**config.mk**
```make
export PLATFORM = sky130hd
export DESIGN_NAME = nonpriv_batch_register_gate
export DESIGN_NICKNAME = d
export VERILOG_FILES = /design/src/rtl/global_state_ram.v /design/src/rtl/nonpriv_batch_register_gate.v
export VERILOG_INCLUDE_DIRS = /design/src /design/src/rtl
export SDC_FILE = /design/constraint.sdc
export NUM_CORES = 1
export LEC_CHECK = 0
export BUFFER_PORTS_ARGS = -buffer_cell sky130_fd_sc_hd__buf_4
export CORE_UTILIZATION = 53
export CTS_CLUSTER_DIAMETER = 40
export CTS_CLUSTER_SIZE = 20
export DETAILED_ROUTE_END_ITERATION = 7
export PLACE_DENSITY = 0.81
export SKIP_LAST_GASP = 1
export SYNTH_ARGS = -nofsm -noshare
export SYNTH_HDL_FRONTEND = slang
export SYNTH_HIERARCHICAL = 1
export SYNTH_SLANG_ARGS = --single-unit
```
**constraint.sdc**
```tcl
create_clock -name sys_clk -period 4.9 [get_ports sys_clk]
set_input_delay 0.49 -clock sys_clk [delete_from_list [all_inputs] [get_ports sys_clk]]
set_output_delay 0.49 -clock sys_clk [all_outputs]
set_load 0.01 [all_outputs]
```
**src/rtl/nonpriv_gate_consts.vh**
```
// Constants shared by the privilege gate and its global state memory.
`ifndef NONPRIV_GATE_CONSTS_VH
`define NONPRIV_GATE_CONSTS_VH

`define ADDR_W            21
`define IDX_W             4
`define GS_DEPTH          16

// Engine kinds on engineKind.
`define ENG_RENDER        3'h0
`define ENG_POSITION      3'h1
`define ENG_COMPUTE       3'h2
`define ENG_BLITTER       3'h3
`define ENG_VIDEO         3'h4
`define ENG_ENHANCE       3'h5

// Command classes on cmdClass.
`define CMD_OTHER         3'h0
`define CMD_COND_END      3'h1
`define CMD_PRIV_ALWAYS   3'h2
`define CMD_PRIV_GLOBAL   3'h3
`define CMD_LOAD_REG_IMM  3'h4

// Streamer and unit bases.
`define VIDEO_BASE0       21'h1c0000
`define VIDEO_ODD_STEP    21'h004000
`define VIDEO_PAIR_STEP   21'h010000
`define ENH_BASE0         21'h1c8000
`define ENH_STEP          21'h010000
`define CODEC_UNIT_A      21'h002800
`define CODEC_UNIT_B      21'h002d00

// Allow-list starts and sizes in dwords.
`define RND_GPR           21'h002600
`define POS_GPR           21'h018600
`define CMP_GPR           21'h01a600
`define BLT_GPR           21'h022600
`define GPR_DW            10'd32
`define STAT_FIRST        21'h002300
`define STAT_DW           10'd22
`define POS_STAT_A        21'h018310
`define POS_STAT_A_DW     10'd6
`define POS_STAT_B        21'h018338
`define POS_STAT_B_DW     10'd4
`define RND_AUX           21'h004200
`define RND_TRTT          21'h004400
`define CMP_AUX           21'h0042c0
`define CMP_TRTT          21'h004580
`define BLT_TRTT          21'h004480
`define ENH_AUX           21'h0042b0
`define ENH_TRTT          21'h004560
`define ENH_TRTT_INV      21'h004474
`define VID1_AUX          21'h004290
`define VID1_TRTT         21'h004520
`define VID2_AUX          21'h0042a0
`define VID2_TRTT         21'h004540
`define AUX_DW            10'd3
`define TRTT_DW           10'd6
`define ENH_TRTT_DW       10'd5
`define REL_GPR           21'h000600
`define REL_CODEC         21'h000800
`define CODEC_DW          10'd512
`define UNIT_DW           10'd64
`define REL_PERF_CTL      21'h000178
`define REL_NOPID         21'h000094
`define REL_PRED_RES1     21'h00041c
`define REL_PRED_RES2     21'h0003bc
`define REL_INSTPM        21'h0000c0

`endif

```
**src/rtl/global_state_ram.v**
```verilog
// Single-copy global state store with one write port and a registered read.
`default_nettype none
`include "nonpriv_gate_consts.vh"

module global_state_ram #(
    parameter DEPTH = `GS_DEPTH,
    parameter IDX_W = `IDX_W,
    parameter DW    = 32
) (
    input  wire             sys_clk,
    input  wire             wrEn,
    input  wire [IDX_W-1:0] wrIdx,
    input  wire [DW-1:0]    wrData,
    input  wire [IDX_W-1:0] rdIdx,
    output reg  [DW-1:0]    rdData_q
);

    reg [DW-1:0] mem [0:DEPTH-1];

    always @(posedge sys_clk)
    begin
        if (wrEn)
        begin
            mem[wrIdx] <= wrData;
        end
        rdData_q <= mem[rdIdx];
    end

endmodule

`default_nettype wire

```
**src/rtl/nonpriv_batch_register_gate.v**
```verilog
// Privilege gate for commands and register accesses from non-privileged batches.
`default_nettype none
`include "nonpriv_gate_consts.vh"

module nonpriv_batch_register_gate #(
    parameter DESC_W = 32,
    parameter DW     = 32
) (
    input  wire               sys_clk,
    input  wire               srst,
    input  wire [2:0]         engineKind,
    input  wire [2:0]         engineInst,
    input  wire               privCheckDisable,
    input  wire               batchActive,
    input  wire               batchInGlobalSpace,
    input  wire               cmdValid,
    input  wire [2:0]         cmdClass,
    input  wire               cmdUsesGlobal,
    input  wire [`ADDR_W-1:0] cmdRegAddr,
    input  wire               regValid,
    input  wire               regWrite,
    input  wire [`ADDR_W-1:0] regAddr,
    input  wire               roReadAllowed,
    input  wire               errClear,
    input  wire               ctxSubmitValid,
    input  wire [DESC_W-1:0]  ctxDescAddr,
    input  wire               ctxLoadDone,
    input  wire               ctxDone,
    input  wire               gsWrValid,
    input  wire [`IDX_W-1:0]  gsWrIdx,
    input  wire [DW-1:0]      gsWrData,
    input  wire [`IDX_W-1:0]  gsRdIdx,
    input  wire               pwrDownReq,
    input  wire               pwrUpReq,
    input  wire               restoreValid,
    input  wire [DW-1:0]      restoreData,
    output reg                cmdOutValid_q,
    output reg                cmdNoop_q,
    output reg                parserViolationIrq_q,
    output reg                errCmdPriv_q,
    output reg                regGrant_q,
    output reg                regDeny_q,
    output reg                ctxReady_q,
    output reg                ctxLoadReq_q,
    output reg  [DESC_W-1:0]  ctxLoadAddr_q,
    output reg                ctxRunning_q,
    output wire [DW-1:0]      gsRdData,
    output reg                saveValid_q,
    output reg  [`IDX_W-1:0]  saveIdx_q,
    output wire [DW-1:0]      saveData,
    output reg                pwrOff_q,
    output reg                restoreReq_q,
    output reg  [`IDX_W-1:0]  restoreIdx_q
);

    localparam [2:0] CTX_IDLE = 3'b001;
    localparam [2:0] CTX_LOAD = 3'b010;
    localparam [2:0] CTX_RUN  = 3'b100;

    localparam [3:0] PWR_ON      = 4'b0001;
    localparam [3:0] PWR_SAVE    = 4'b0010;
    localparam [3:0] PWR_OFF     = 4'b0100;
    localparam [3:0] PWR_RESTORE = 4'b1000;

    localparam integer      LAST_I   = `GS_DEPTH - 1;
    localparam [`IDX_W-1:0] LAST_IDX = LAST_I[`IDX_W-1:0];

    // Entry covers start .. start+4N-4 on dword boundaries only.
    function inRange;
        input [`ADDR_W-1:0] a;
        input [`ADDR_W-1:0] start;
        input [9:0]         nDw;
        reg   [`ADDR_W-1:0] last;
        begin
            last    = start + {{(`ADDR_W-12){1'b0}}, nDw, 2'b00} - `ADDR_W'd4;
            inRange = (a[1:0] == 2'b00) && (a >= start) && (a <= last);
        end
    endfunction

    function [`ADDR_W-1:0] engineBase;
        input [2:0] kind;
        input [2:0] inst;
        begin
            if (kind == `ENG_VIDEO)
            begin
                engineBase = `VIDEO_BASE0 + (inst[0] ? `VIDEO_ODD_STEP : `ADDR_W'd0)
                           + `VIDEO_PAIR_STEP * {{(`ADDR_W-2){1'b0}}, inst[2:1]};
            end
            else
            begin
                engineBase = `ENH_BASE0 + `ENH_STEP * {{(`ADDR_W-3){1'b0}}, inst};
            end
        end
    endfunction

    // Registers shared by every video and enhancement streamer, relative to its base.
    function relCommon;
        input [`ADDR_W-1:0] r;
        begin
            relCommon = inRange(r, `REL_GPR, `GPR_DW)
                      | inRange(r, `REL_PERF_CTL, 10'd2)
                      | inRange(r, `REL_NOPID, 10'd1)
                      | inRange(r, `REL_PRED_RES1, 10'd1)
                      | inRange(r, `REL_PRED_RES2, 10'd1)
                      | inRange(r, `REL_INSTPM, 10'd1);
        end
    endfunction

    function writeListed;
        input [2:0]         kind;
        input [2:0]         inst;
        input [`ADDR_W-1:0] a;
        reg   [`ADDR_W-1:0] rel;
        begin
            rel = a - engineBase(kind, inst);
            case (kind)
                `ENG_RENDER:
                    writeListed = inRange(a, `RND_GPR, `GPR_DW)
                                | inRange(a, `STAT_FIRST, `STAT_DW)
                                | inRange(a, `RND_AUX, `AUX_DW)
                                | inRange(a, `RND_TRTT, `TRTT_DW);
                `ENG_POSITION:
                    writeListed = inRange(a, `POS_GPR, `GPR_DW)
                                | inRange(a, `POS_STAT_A, `POS_STAT_A_DW)
                                | inRange(a, `POS_STAT_B, `POS_STAT_B_DW);
                `ENG_COMPUTE:
                    writeListed = inRange(a, `CMP_GPR, `GPR_DW)
                                | inRange(a, `CMP_AUX, `AUX_DW)
                                | inRange(a, `CMP_TRTT, `TRTT_DW);
                `ENG_BLITTER:
                    writeListed = inRange(a, `BLT_GPR, `GPR_DW)
                                | inRange(a, `BLT_TRTT, `TRTT_DW);
                `ENG_VIDEO:
                    writeListed = relCommon(rel)
                                | inRange(rel, `REL_CODEC, `CODEC_DW)
                                | inRange(rel, `CODEC_UNIT_A, `UNIT_DW)
                                | inRange(rel, `CODEC_UNIT_B, `UNIT_DW)
                                | ((inst == 3'd1) && (inRange(a, `VID1_AUX, `AUX_DW)
                                    | inRange(a, `VID1_TRTT, `TRTT_DW)))
                                | ((inst == 3'd2) && (inRange(a, `VID2_AUX, `AUX_DW)
                                    | inRange(a, `VID2_TRTT, `TRTT_DW)));
                `ENG_ENHANCE:
                    writeListed = relCommon(rel)
                                | ((inst == 3'd0) && (inRange(a, `ENH_AUX, `AUX_DW)
                                    | inRange(a, `ENH_TRTT, `ENH_TRTT_DW)
                                    | inRange(a, `ENH_TRTT_INV, 10'd1)));
                default:
                    writeListed = 1'b0;
            endcase
        end
    endfunction

    // Checking applies only to per-process batches and only while enabled.
    wire nonPriv = batchActive && !batchInGlobalSpace && !privCheckDisable;

    reg cmdDrop;
    always @*
    begin
        cmdDrop = 1'b0;
        if (nonPriv)
        begin
            case (cmdClass)
                `CMD_COND_END:     cmdDrop = cmdUsesGlobal;
                `CMD_PRIV_ALWAYS:  cmdDrop = 1'b1;
                `CMD_PRIV_GLOBAL:  cmdDrop = cmdUsesGlobal;
                `CMD_LOAD_REG_IMM:
                    cmdDrop = !writeListed(engineKind, engineInst, cmdRegAddr);
                default:           cmdDrop = 1'b0;
            endcase
        end
    end

    wire violation = cmdValid && cmdDrop;
    wire regOk     = !nonPriv || writeListed(engineKind, engineInst, regAddr)
                   || (!regWrite && roReadAllowed);

    always @(posedge sys_clk)
    begin
        if (srst)
        begin
            cmdOutValid_q        <= 1'b0;
            cmdNoop_q            <= 1'b0;
            parserViolationIrq_q <= 1'b0;
            errCmdPriv_q         <= 1'b0;
            regGrant_q           <= 1'b0;
            regDeny_q            <= 1'b0;
        end
        else
        begin
            cmdOutValid_q        <= cmdValid;
            cmdNoop_q            <= violation;
            parserViolationIrq_q <= violation;
            // A new violation in the clearing cycle keeps the bit set.
            errCmdPriv_q         <= violation | (errCmdPriv_q & ~errClear);
            regGrant_q           <= regValid && regOk;
            regDeny_q            <= regValid && !regOk;
        end
    end

    // Context sequencing: a new submission is taken only when idle.
    reg [2:0] ctxState_q;
    always @(posedge sys_clk)
    begin
        if (srst)
        begin
            ctxState_q    <= CTX_IDLE;
            ctxReady_q    <= 1'b1;
            ctxLoadReq_q  <= 1'b0;
            ctxLoadAddr_q <= {DESC_W{1'b0}};
            ctxRunning_q  <= 1'b0;
        end
        else
        begin
            case (ctxState_q)
                CTX_IDLE:
                    if (ctxSubmitValid)
                    begin
                        ctxState_q    <= CTX_LOAD;
                        ctxReady_q    <= 1'b0;
                        ctxLoadReq_q  <= 1'b1;
                        ctxLoadAddr_q <= ctxDescAddr;
                    end
                CTX_LOAD:
                    if (ctxLoadDone)
                    begin
                        ctxState_q   <= CTX_RUN;
                        ctxLoadReq_q <= 1'b0;
                        ctxRunning_q <= 1'b1;
                    end
                CTX_RUN:
                    if (ctxDone)
                    begin
                        ctxState_q   <= CTX_IDLE;
                        ctxRunning_q <= 1'b0;
                        ctxReady_q   <= 1'b1;
                    end
                default:
                begin
                    ctxState_q   <= CTX_IDLE;
                    ctxReady_q   <= 1'b1;
                    ctxLoadReq_q <= 1'b0;
                    ctxRunning_q <= 1'b0;
                end
            endcase
        end
    end

    // Global state power sequencing. The save stream has no back-pressure, so the
    // consumer must take one word per cycle.
    reg [3:0]        pwrState_q;
    reg [`IDX_W-1:0] saveCnt_q;
    reg              saveLast_q;

    wire             onState  = (pwrState_q == PWR_ON);
    wire             saving   = (pwrState_q == PWR_SAVE);
    wire             restWr   = restoreReq_q && restoreValid;
    wire             ramWrEn  = (onState && gsWrValid) || restWr;
    wire [`IDX_W-1:0] ramWrIdx = restWr ? restoreIdx_q : gsWrIdx;
    wire [DW-1:0]    ramWrDat = restWr ? restoreData : gsWrData;
    wire [`IDX_W-1:0] ramRdIdx = saving ? saveCnt_q : gsRdIdx;

    global_state_ram #(
        .DEPTH (`GS_DEPTH),
        .IDX_W (`IDX_W),
        .DW    (DW)
    ) u_state (
        .sys_clk  (sys_clk),
        .wrEn     (ramWrEn),
        .wrIdx    (ramWrIdx),
        .wrData   (ramWrDat),
        .rdIdx    (ramRdIdx),
        .rdData_q (gsRdData)
    );

    assign saveData = gsRdData;

    always @(posedge sys_clk)
    begin
        if (srst)
        begin
            pwrState_q   <= PWR_ON;
            saveCnt_q    <= {`IDX_W{1'b0}};
            saveLast_q   <= 1'b0;
            saveValid_q  <= 1'b0;
            saveIdx_q    <= {`IDX_W{1'b0}};
            pwrOff_q     <= 1'b0;
            restoreReq_q <= 1'b0;
            restoreIdx_q <= {`IDX_W{1'b0}};
        end
        else
        begin
            saveValid_q <= saving;
            saveIdx_q   <= saveCnt_q;
            case (pwrState_q)
                PWR_ON:
                    if (pwrDownReq)
                    begin
                        pwrState_q <= PWR_SAVE;
                        saveCnt_q  <= {`IDX_W{1'b0}};
                    end
                PWR_SAVE:
                begin
                    saveCnt_q <= saveCnt_q + `IDX_W'd1;
                    if (saveCnt_q == LAST_IDX)
                    begin
                        pwrState_q <= PWR_OFF;
                        saveLast_q <= 1'b1;
                    end
                end
                PWR_OFF:
                begin
                    // Off is reported only after the last saved word has left.
                    saveLast_q <= 1'b0;
                    pwrOff_q   <= 1'b1;
                    if (pwrUpReq && !saveLast_q)
                    begin
                        pwrState_q   <= PWR_RESTORE;
                        restoreReq_q <= 1'b1;
                        restoreIdx_q <= {`IDX_W{1'b0}};
                    end
                end
                PWR_RESTORE:
                    if (restoreValid)
                    begin
                        restoreIdx_q <= restoreIdx_q + `IDX_W'd1;
                        if (restoreIdx_q == LAST_IDX)
                        begin
                            pwrState_q   <= PWR_ON;
                            restoreReq_q <= 1'b0;
                            pwrOff_q     <= 1'b0;
                        end
                    end
                default:
                begin
                    pwrState_q   <= PWR_ON;
                    pwrOff_q     <= 1'b0;
                    restoreReq_q <= 1'b0;
                end
            endcase
        end
    end

endmodule

`default_nettype wire

```
### Yosys cells after proc, flatten, opt, wreduce, memory -nomap -nowiden

Memory sizes are Yosys's and may differ from the RTL's. A register that Yosys moved wholly into a read port is not among the register bits.
Index checks and enable logic that the tools add are counted.

* add/subtract/negate cells: 7
* $lt $le $gt $ge: 112
* eq/ne operators: 28
* mux-type cells: 46
* bitwise operators: 53
* reductions and logical operators: 159

Operators by type and width (number)
* $ge 21x15->1 const B: 24
* $le 21x15->1 const B: 24
* $ge 21x14->1 const B: 8
* $ge 21x17->1 const B: 8
* $le 21x14->1 const B: 8
* $le 21x17->1 const B: 8
* $logic_and 1x1->1: 127
* $ge 21x11->1 const B: 4
* $ge 21x8->1 const B: 4
* $le 21x11->1 const B: 4
* $le 21x8->1 const B: 4
* $mux 21: 3
* $or 1x1->1: 47
* $ge 21x10->1 const B: 2
* $ge 21x12->1 const B: 2
* $ge 21x18->1 const B: 2
* $ge 21x9->1 const B: 2
* $le 21x10->1 const B: 2
* $le 21x12->1 const B: 2
* $le 21x18->1 const B: 2
* $le 21x9->1 const B: 2
* $sub 21x21->21: 2
* $mux 4: 10
* $mux 32: 1
* 34 further kinds: 103

* flip-flop bits (word level): 63
* RAM bits: 512
* output and inout bits: 116
* word-level logic and storage cells: 424
* memories kept: 1

Memories
* u_state.mem: words 16, width 32, read ports 1, clocked after memory_dff 1, wr ports 1, RTL line global_state_ram.v:18 `reg [DW-1:0] mem [0:DEPTH-1];`

### Depth between registers and ports, before layout

* depth in word-level cells: 28
* depth in mapped cells: 12
* mapped depth without buffers: 11

### Modules after synthesis

Netlist, hierarchy kept.

Modules (own cells, without submodules)
* global_state_ram: instances 1, cells an instance 838, area an instance 19835.3 µm², sequential area each 16015.4 µm²
* nonpriv_batch_register_gate: instances 1, cells an instance 967, area an instance 6789.0 µm², sequential area each 1261.2 µm²

### Worst setup path after synthesis

OpenSTA, ideal clock, no wires.

* path kind: input -> register
* start point: in restoreValid
* end point: mem u_state.mem[0][0], enable pin
* arrival time: 4206 ps
* data required time: 4439 ps
* path slack: 233 ps
* stages: 5
* cells stage by stage: nand2_1 clkbuf_1 mux2_2 or3b_2 nor3_1

RTL lines
* from (decl): RTL line nonpriv_batch_register_gate.v:35 `input wire restoreValid,`
* $logic_and 1x1->1: RTL line nonpriv_batch_register_gate.v:256 `wire restWr = restoreReq_q && restoreValid;`
* $mux 4: RTL line nonpriv_batch_register_gate.v:258 `` wire [`IDX_W-1:0] ramWrIdx = restWr ? restoreIdx_q : gsWrIdx; ``
* via ramWrIdx[2]: RTL line nonpriv_batch_register_gate.v:258
* to (decl): RTL line global_state_ram.v:18

The timed path passes the listed nets, and every way through them passes these cells.

### Final worst setup path

* start point: reg pwrState_q[1]
* end point: mem u_state.mem[2][1], enable pin

* longest elaborated chain between the ends: 5

RTL lines
* from (decl): RTL line nonpriv_batch_register_gate.v:250 `reg [3:0] pwrState_q;`
* from (signal assigned): RTL line nonpriv_batch_register_gate.v:281 `pwrState_q <= PWR_ON;`
* from (signal assigned): RTL line nonpriv_batch_register_gate.v:298 `pwrState_q <= PWR_SAVE;`
* from (signal assigned): RTL line nonpriv_batch_register_gate.v:306 `pwrState_q <= PWR_OFF;`
* $eq 4x1->1: RTL line nonpriv_batch_register_gate.v:254 `wire onState = (pwrState_q == PWR_ON);`
* $logic_and 1x1->1: RTL line nonpriv_batch_register_gate.v:257 `wire ramWrEn = (onState && gsWrValid) || restWr;`
* $logic_or 1x1->1: RTL line nonpriv_batch_register_gate.v:257
* via ramWrEn: RTL line nonpriv_batch_register_gate.v:257
* $mux 1: RTL line global_state_ram.v:22 `if (wrEn)`
* $mux 1 (implied by the code): RTL line global_state_ram.v:24 `mem[wrIdx] <= wrData;`

The timed path passes the listed nets, and every way through them passes these cells.

==> run_results.csv <==
group,metric,value,unit
outcome,outcome,"complete, no violations",
sta,finalMaxSlewViolations,0,
synthesis,netlist_area,0.0266,mm2
cts,clkLatencyLatePin,0.63,ns
cts,postCtsHoldBufs,0,
worst_setup_path,crit_top_cell,"nand2_1",
worst_setup_path,cpPeakStageDelay,0.98,ns
worst_setup_path,cp-start-kind,"flop",
synthesis,synth-edff-count,512,
synthesis,syn_nets,1984,
placement,place_area,0.0292,mm2
route,drt_iter0_markers,1923,
pwr,p_per_area,397,mW/mm2
worst_setup_path,arrival,3.76,ns
cts,cts-buffers-inserted,66,
cts,cts_resized,0,
floorplanning,core_area,0.0493,mm2
floorplanning,die_w,226,um
cts,cts_max_level,3,
sta,max_freq,0.281,GHz
global_route,grt_pass1_wl,111000,um
placement,post-place-ws,1.49,ns
synthesis,yosys_warnings,6,
final_layout,syn2layout_area_growth,18.6,%
worst_setup_path,rrSetupSlack,1.35,ns
sta,setup_viol,0,
route,wl,75100,um
pwr,comb_power_share,11.2,%
worst_setup_path,worst-path-buf-inv,0,
synthesis,synthTopCellsByArea,"edfxtp_1 (58%), mux4_2 (11%), dfxtp_1 (7.1%)",
cts,clockBufferDepth,3,
pwr,p_seq_share,46.8,%
hold_path,whs_endpoint,"ctxLoadAddr_q[16]",
route,vias,18000,
placement,routabilityCongestion,0.957,
pwr,switching_power,3.14,mW
sta,fin_skew,0.0478,ns
sta,fin_tns_setup,0,ns
synthesis,ys_ff_latch,607,
route,drc,0,
worst_setup_path,crit_family,"simple AND/OR/NAND/NOR gates",
global_route,track_usage,29.7,%
sta,setup_ws,1.35,ns
route,wl_per_cell,27.3,um
route,drt_pass1_iterations,5,
final_layout,fin_nets,2211,
job,timing.max_cap.violations,0,
hold_path,hold_start,"ctxDescAddr[16]",
pwr,clkPwrFrac,42.0,%
cts,cts_tree,"yes",
synthesis,synth.distinct_cells,90,
worst_setup_path,crit_chain,"nor4b_1 -> nand2_1 -> nand2_1 -> or3b_2 -> nor2_4",
placement,dpl.hpwl,45100,um
pwr,p_leak,10.6,nW
cts,clk_pin_slew_worst_paths,0.07,ns
pwr,p_int,9.40,mW
cts,cts-root-buf,"clkbuf_16",
worst_setup_path,r2r_cells,5,
synthesis,async_flop_share,0,%
worst_setup_path,cp.depth,5,
synthesis,synth_top_cell_area_share,57.7,%
pwr,p_total,12.5,mW
pwr,swShare,25.0,%
floorplanning,io_pins,289,
worst_setup_path,crit_type,"reg2reg",
sta,min_period_over_period,72.5,%
global_route,gr-total-overflow,0,
synthesis,yosys.area.top_type,"edfxtp_1",
synthesis,synthTopCellsByCount,"edfxtp_1 (512), nand2_1 (166), mux4_2 (128)",
synthesis,syn_area_per_cell,14.8,um2
worst_setup_path,cpMaxStageDelayCell,"nor2_4",
final_layout,fillers,3435,
floorplanning,die_area,0.0511,mm2
hold_path,hp-class,"in2reg",
synthesis,yosysMostFrequentCell,"edfxtp_1",
route,ant_nets,0,
sta,worst_pin_slew,1.28,ns
cts,cts_num_sinks,607,
pwr,ir_worst_vdd,0.352,mV
global_route,grt_pass1_vias,17600,
worst_setup_path,required,5.10,ns
sta,slew_headroom,14.8,%
global_route,antenna_found_initial,4,
route,viasPerCell,6.54,
synthesis,yosys_most_used_dff,"edfxtp_1",
sta,finalHoldViolCount,0,
floorplanning,dieHeight,226,um
hold_path,hold_path_depth,3,
worst_setup_path,r2r_start,"pwrState_q[1]",
placement,io_buffers,288,
final_layout,fin_area,0.0316,mm2
global_route,grt_start_max_net_pins,73,
sta,period_minus_slack,3.55,ns
synthesis,synthesis.instances,1805,
final_layout,drive_above_1_share,30.6,%
synthesis,yosysSeqAreaShare,64.9,%
worst_setup_path,crit_fanout,32,
sta,rsz0062_at_grt,"false",
cts,post-cts-setup-buffers,0,
worst_setup_path,r2r_end,"u_state/mem[2][1]",
final_layout,final_util,64.1,%
floorplanning,start_util,54.1,%
worst_setup_path,end_kind,"flop",
floorplanning,num_rows,81,
[layer usage]
| metal | GRT usage (%) | up-vias | part of all wire [%] |
|---|---|---|---|
| met1 | 38.3 | 9011 | 38 |
| met2 | 49.4 | 1142 | 50 |
| li1 | - | 7647 | - |
| met5 | 0 | - | 0 |
| met3 | 4.72 | 203 | 8.2 |
| met4 | 13.8 | 0 | 4.1 |
[cells in the final DEF, fill, tap and decap left out, types with 7 or more instances in the layout]
master / count
o22ai_1: 8
clkbuf_1: 9
inv_6: 8
clkbuf_16: 67
nand2_1: 163
o31ai_1: 9
bufinv_16: 7
clkinv_8: 7
nand3_1: 35
or2_2: 7
nand4_1: 34
a31oi_1: 9
a21o_1: 7
nor2b_1: 24
o21a_1: 9
nor4b_1: 11
buf_4: 308
inv_1: 15
nor2_4: 13
or4_1: 8
a22oi_1: 64
dfxtp_1: 95
or3_1: 16
mux2_2: 36
nor4bb_1: 7
edfxtp_1: 512
nand2b_1: 18
o21ai_0: 34
a211oi_1: 11
nor3_1: 45
o211ai_1: 10
mux4_2: 128
a21oi_1: 82
nor4_1: 34
nand3b_1: 10
nor2_1: 63
[flip-flops by register name, summed over array words and instances (netlist names), 3 cells and up]
register          count
u_state/mem         512
u_state/rdData_q     32
restoreIdx_q          4
ctxLoadAddr_q        32
saveIdx_q             4
saveCnt_q             4
pwrState_q            4
ctxState_q            3
[through the flow]
step / std cells / hold WS (ns)
floorplan: 1805 / 0.462
global placement: 2628 / 0.444
CTS: 2750 / 0.111
global route: 2753 / 0.128
finish: 2753 / 0.127
detailed placement: 2628 / 0.450
[how the worst max path moves through the flow]
| stage | start | end |
|---|---|---|
| floorplan | restoreValid | u_state/mem[0][0] |
| global placement | engineKind[1] | errCmdPriv_q |
| detailed placement | engineKind[1] | errCmdPriv_q |
| CTS | pwrState_q[1] | u_state/mem[2][1] |
| global route | pwrState_q[1] | u_state/mem[2][1] |
| finish | pwrState_q[1] | u_state/mem[2][1] |
[area by class of cell]
cell class                      instances  area (um2)  share of cell area [%]
Antenna cell                            3        7.51                  0.0238
Tap cell                              664         831                    2.63
Inverter                               16        62.6                   0.198
Clock buffer                           77        1720                    5.46
Timing Repair Buffer                  311        2370                    7.51
Multi-Input combinational cell       1030        8660                    27.4
Sequential cell                       607       17300                    54.7
Clock inverter                         45         634                    2.01
[kinds of logic after synthesis]
logic type | synth area share (%)
compound gates | 8.11
xor+xnor | 0.230
fa+ha+maj | 0.362
buf+inv | 3.14
flops | 64.9
mux | 12.5
simple gates | 10.8
[power by group through the flow]
stage	Clock [mW]	Sequential, mW	Combinational, mW
finish	5.27	5.87	1.40
CTS	5.33	5.87	1.40
global placement	0	5.96	1.34
detailed placement	0	5.97	1.37
floorplan	0	5.99	0.819
global route	5.53	5.88	1.49
[worst reg2reg max path, cell delays in order, from the launching register on]
cell and delay (ns):
dfxtp_1 0.36, nor4b_1 0.85, nand2_1 0.18, nand2_1 0.18, or3b_2 0.59, nor2_4 0.98
Note: power is estimated with default switching activity, not from simulation.
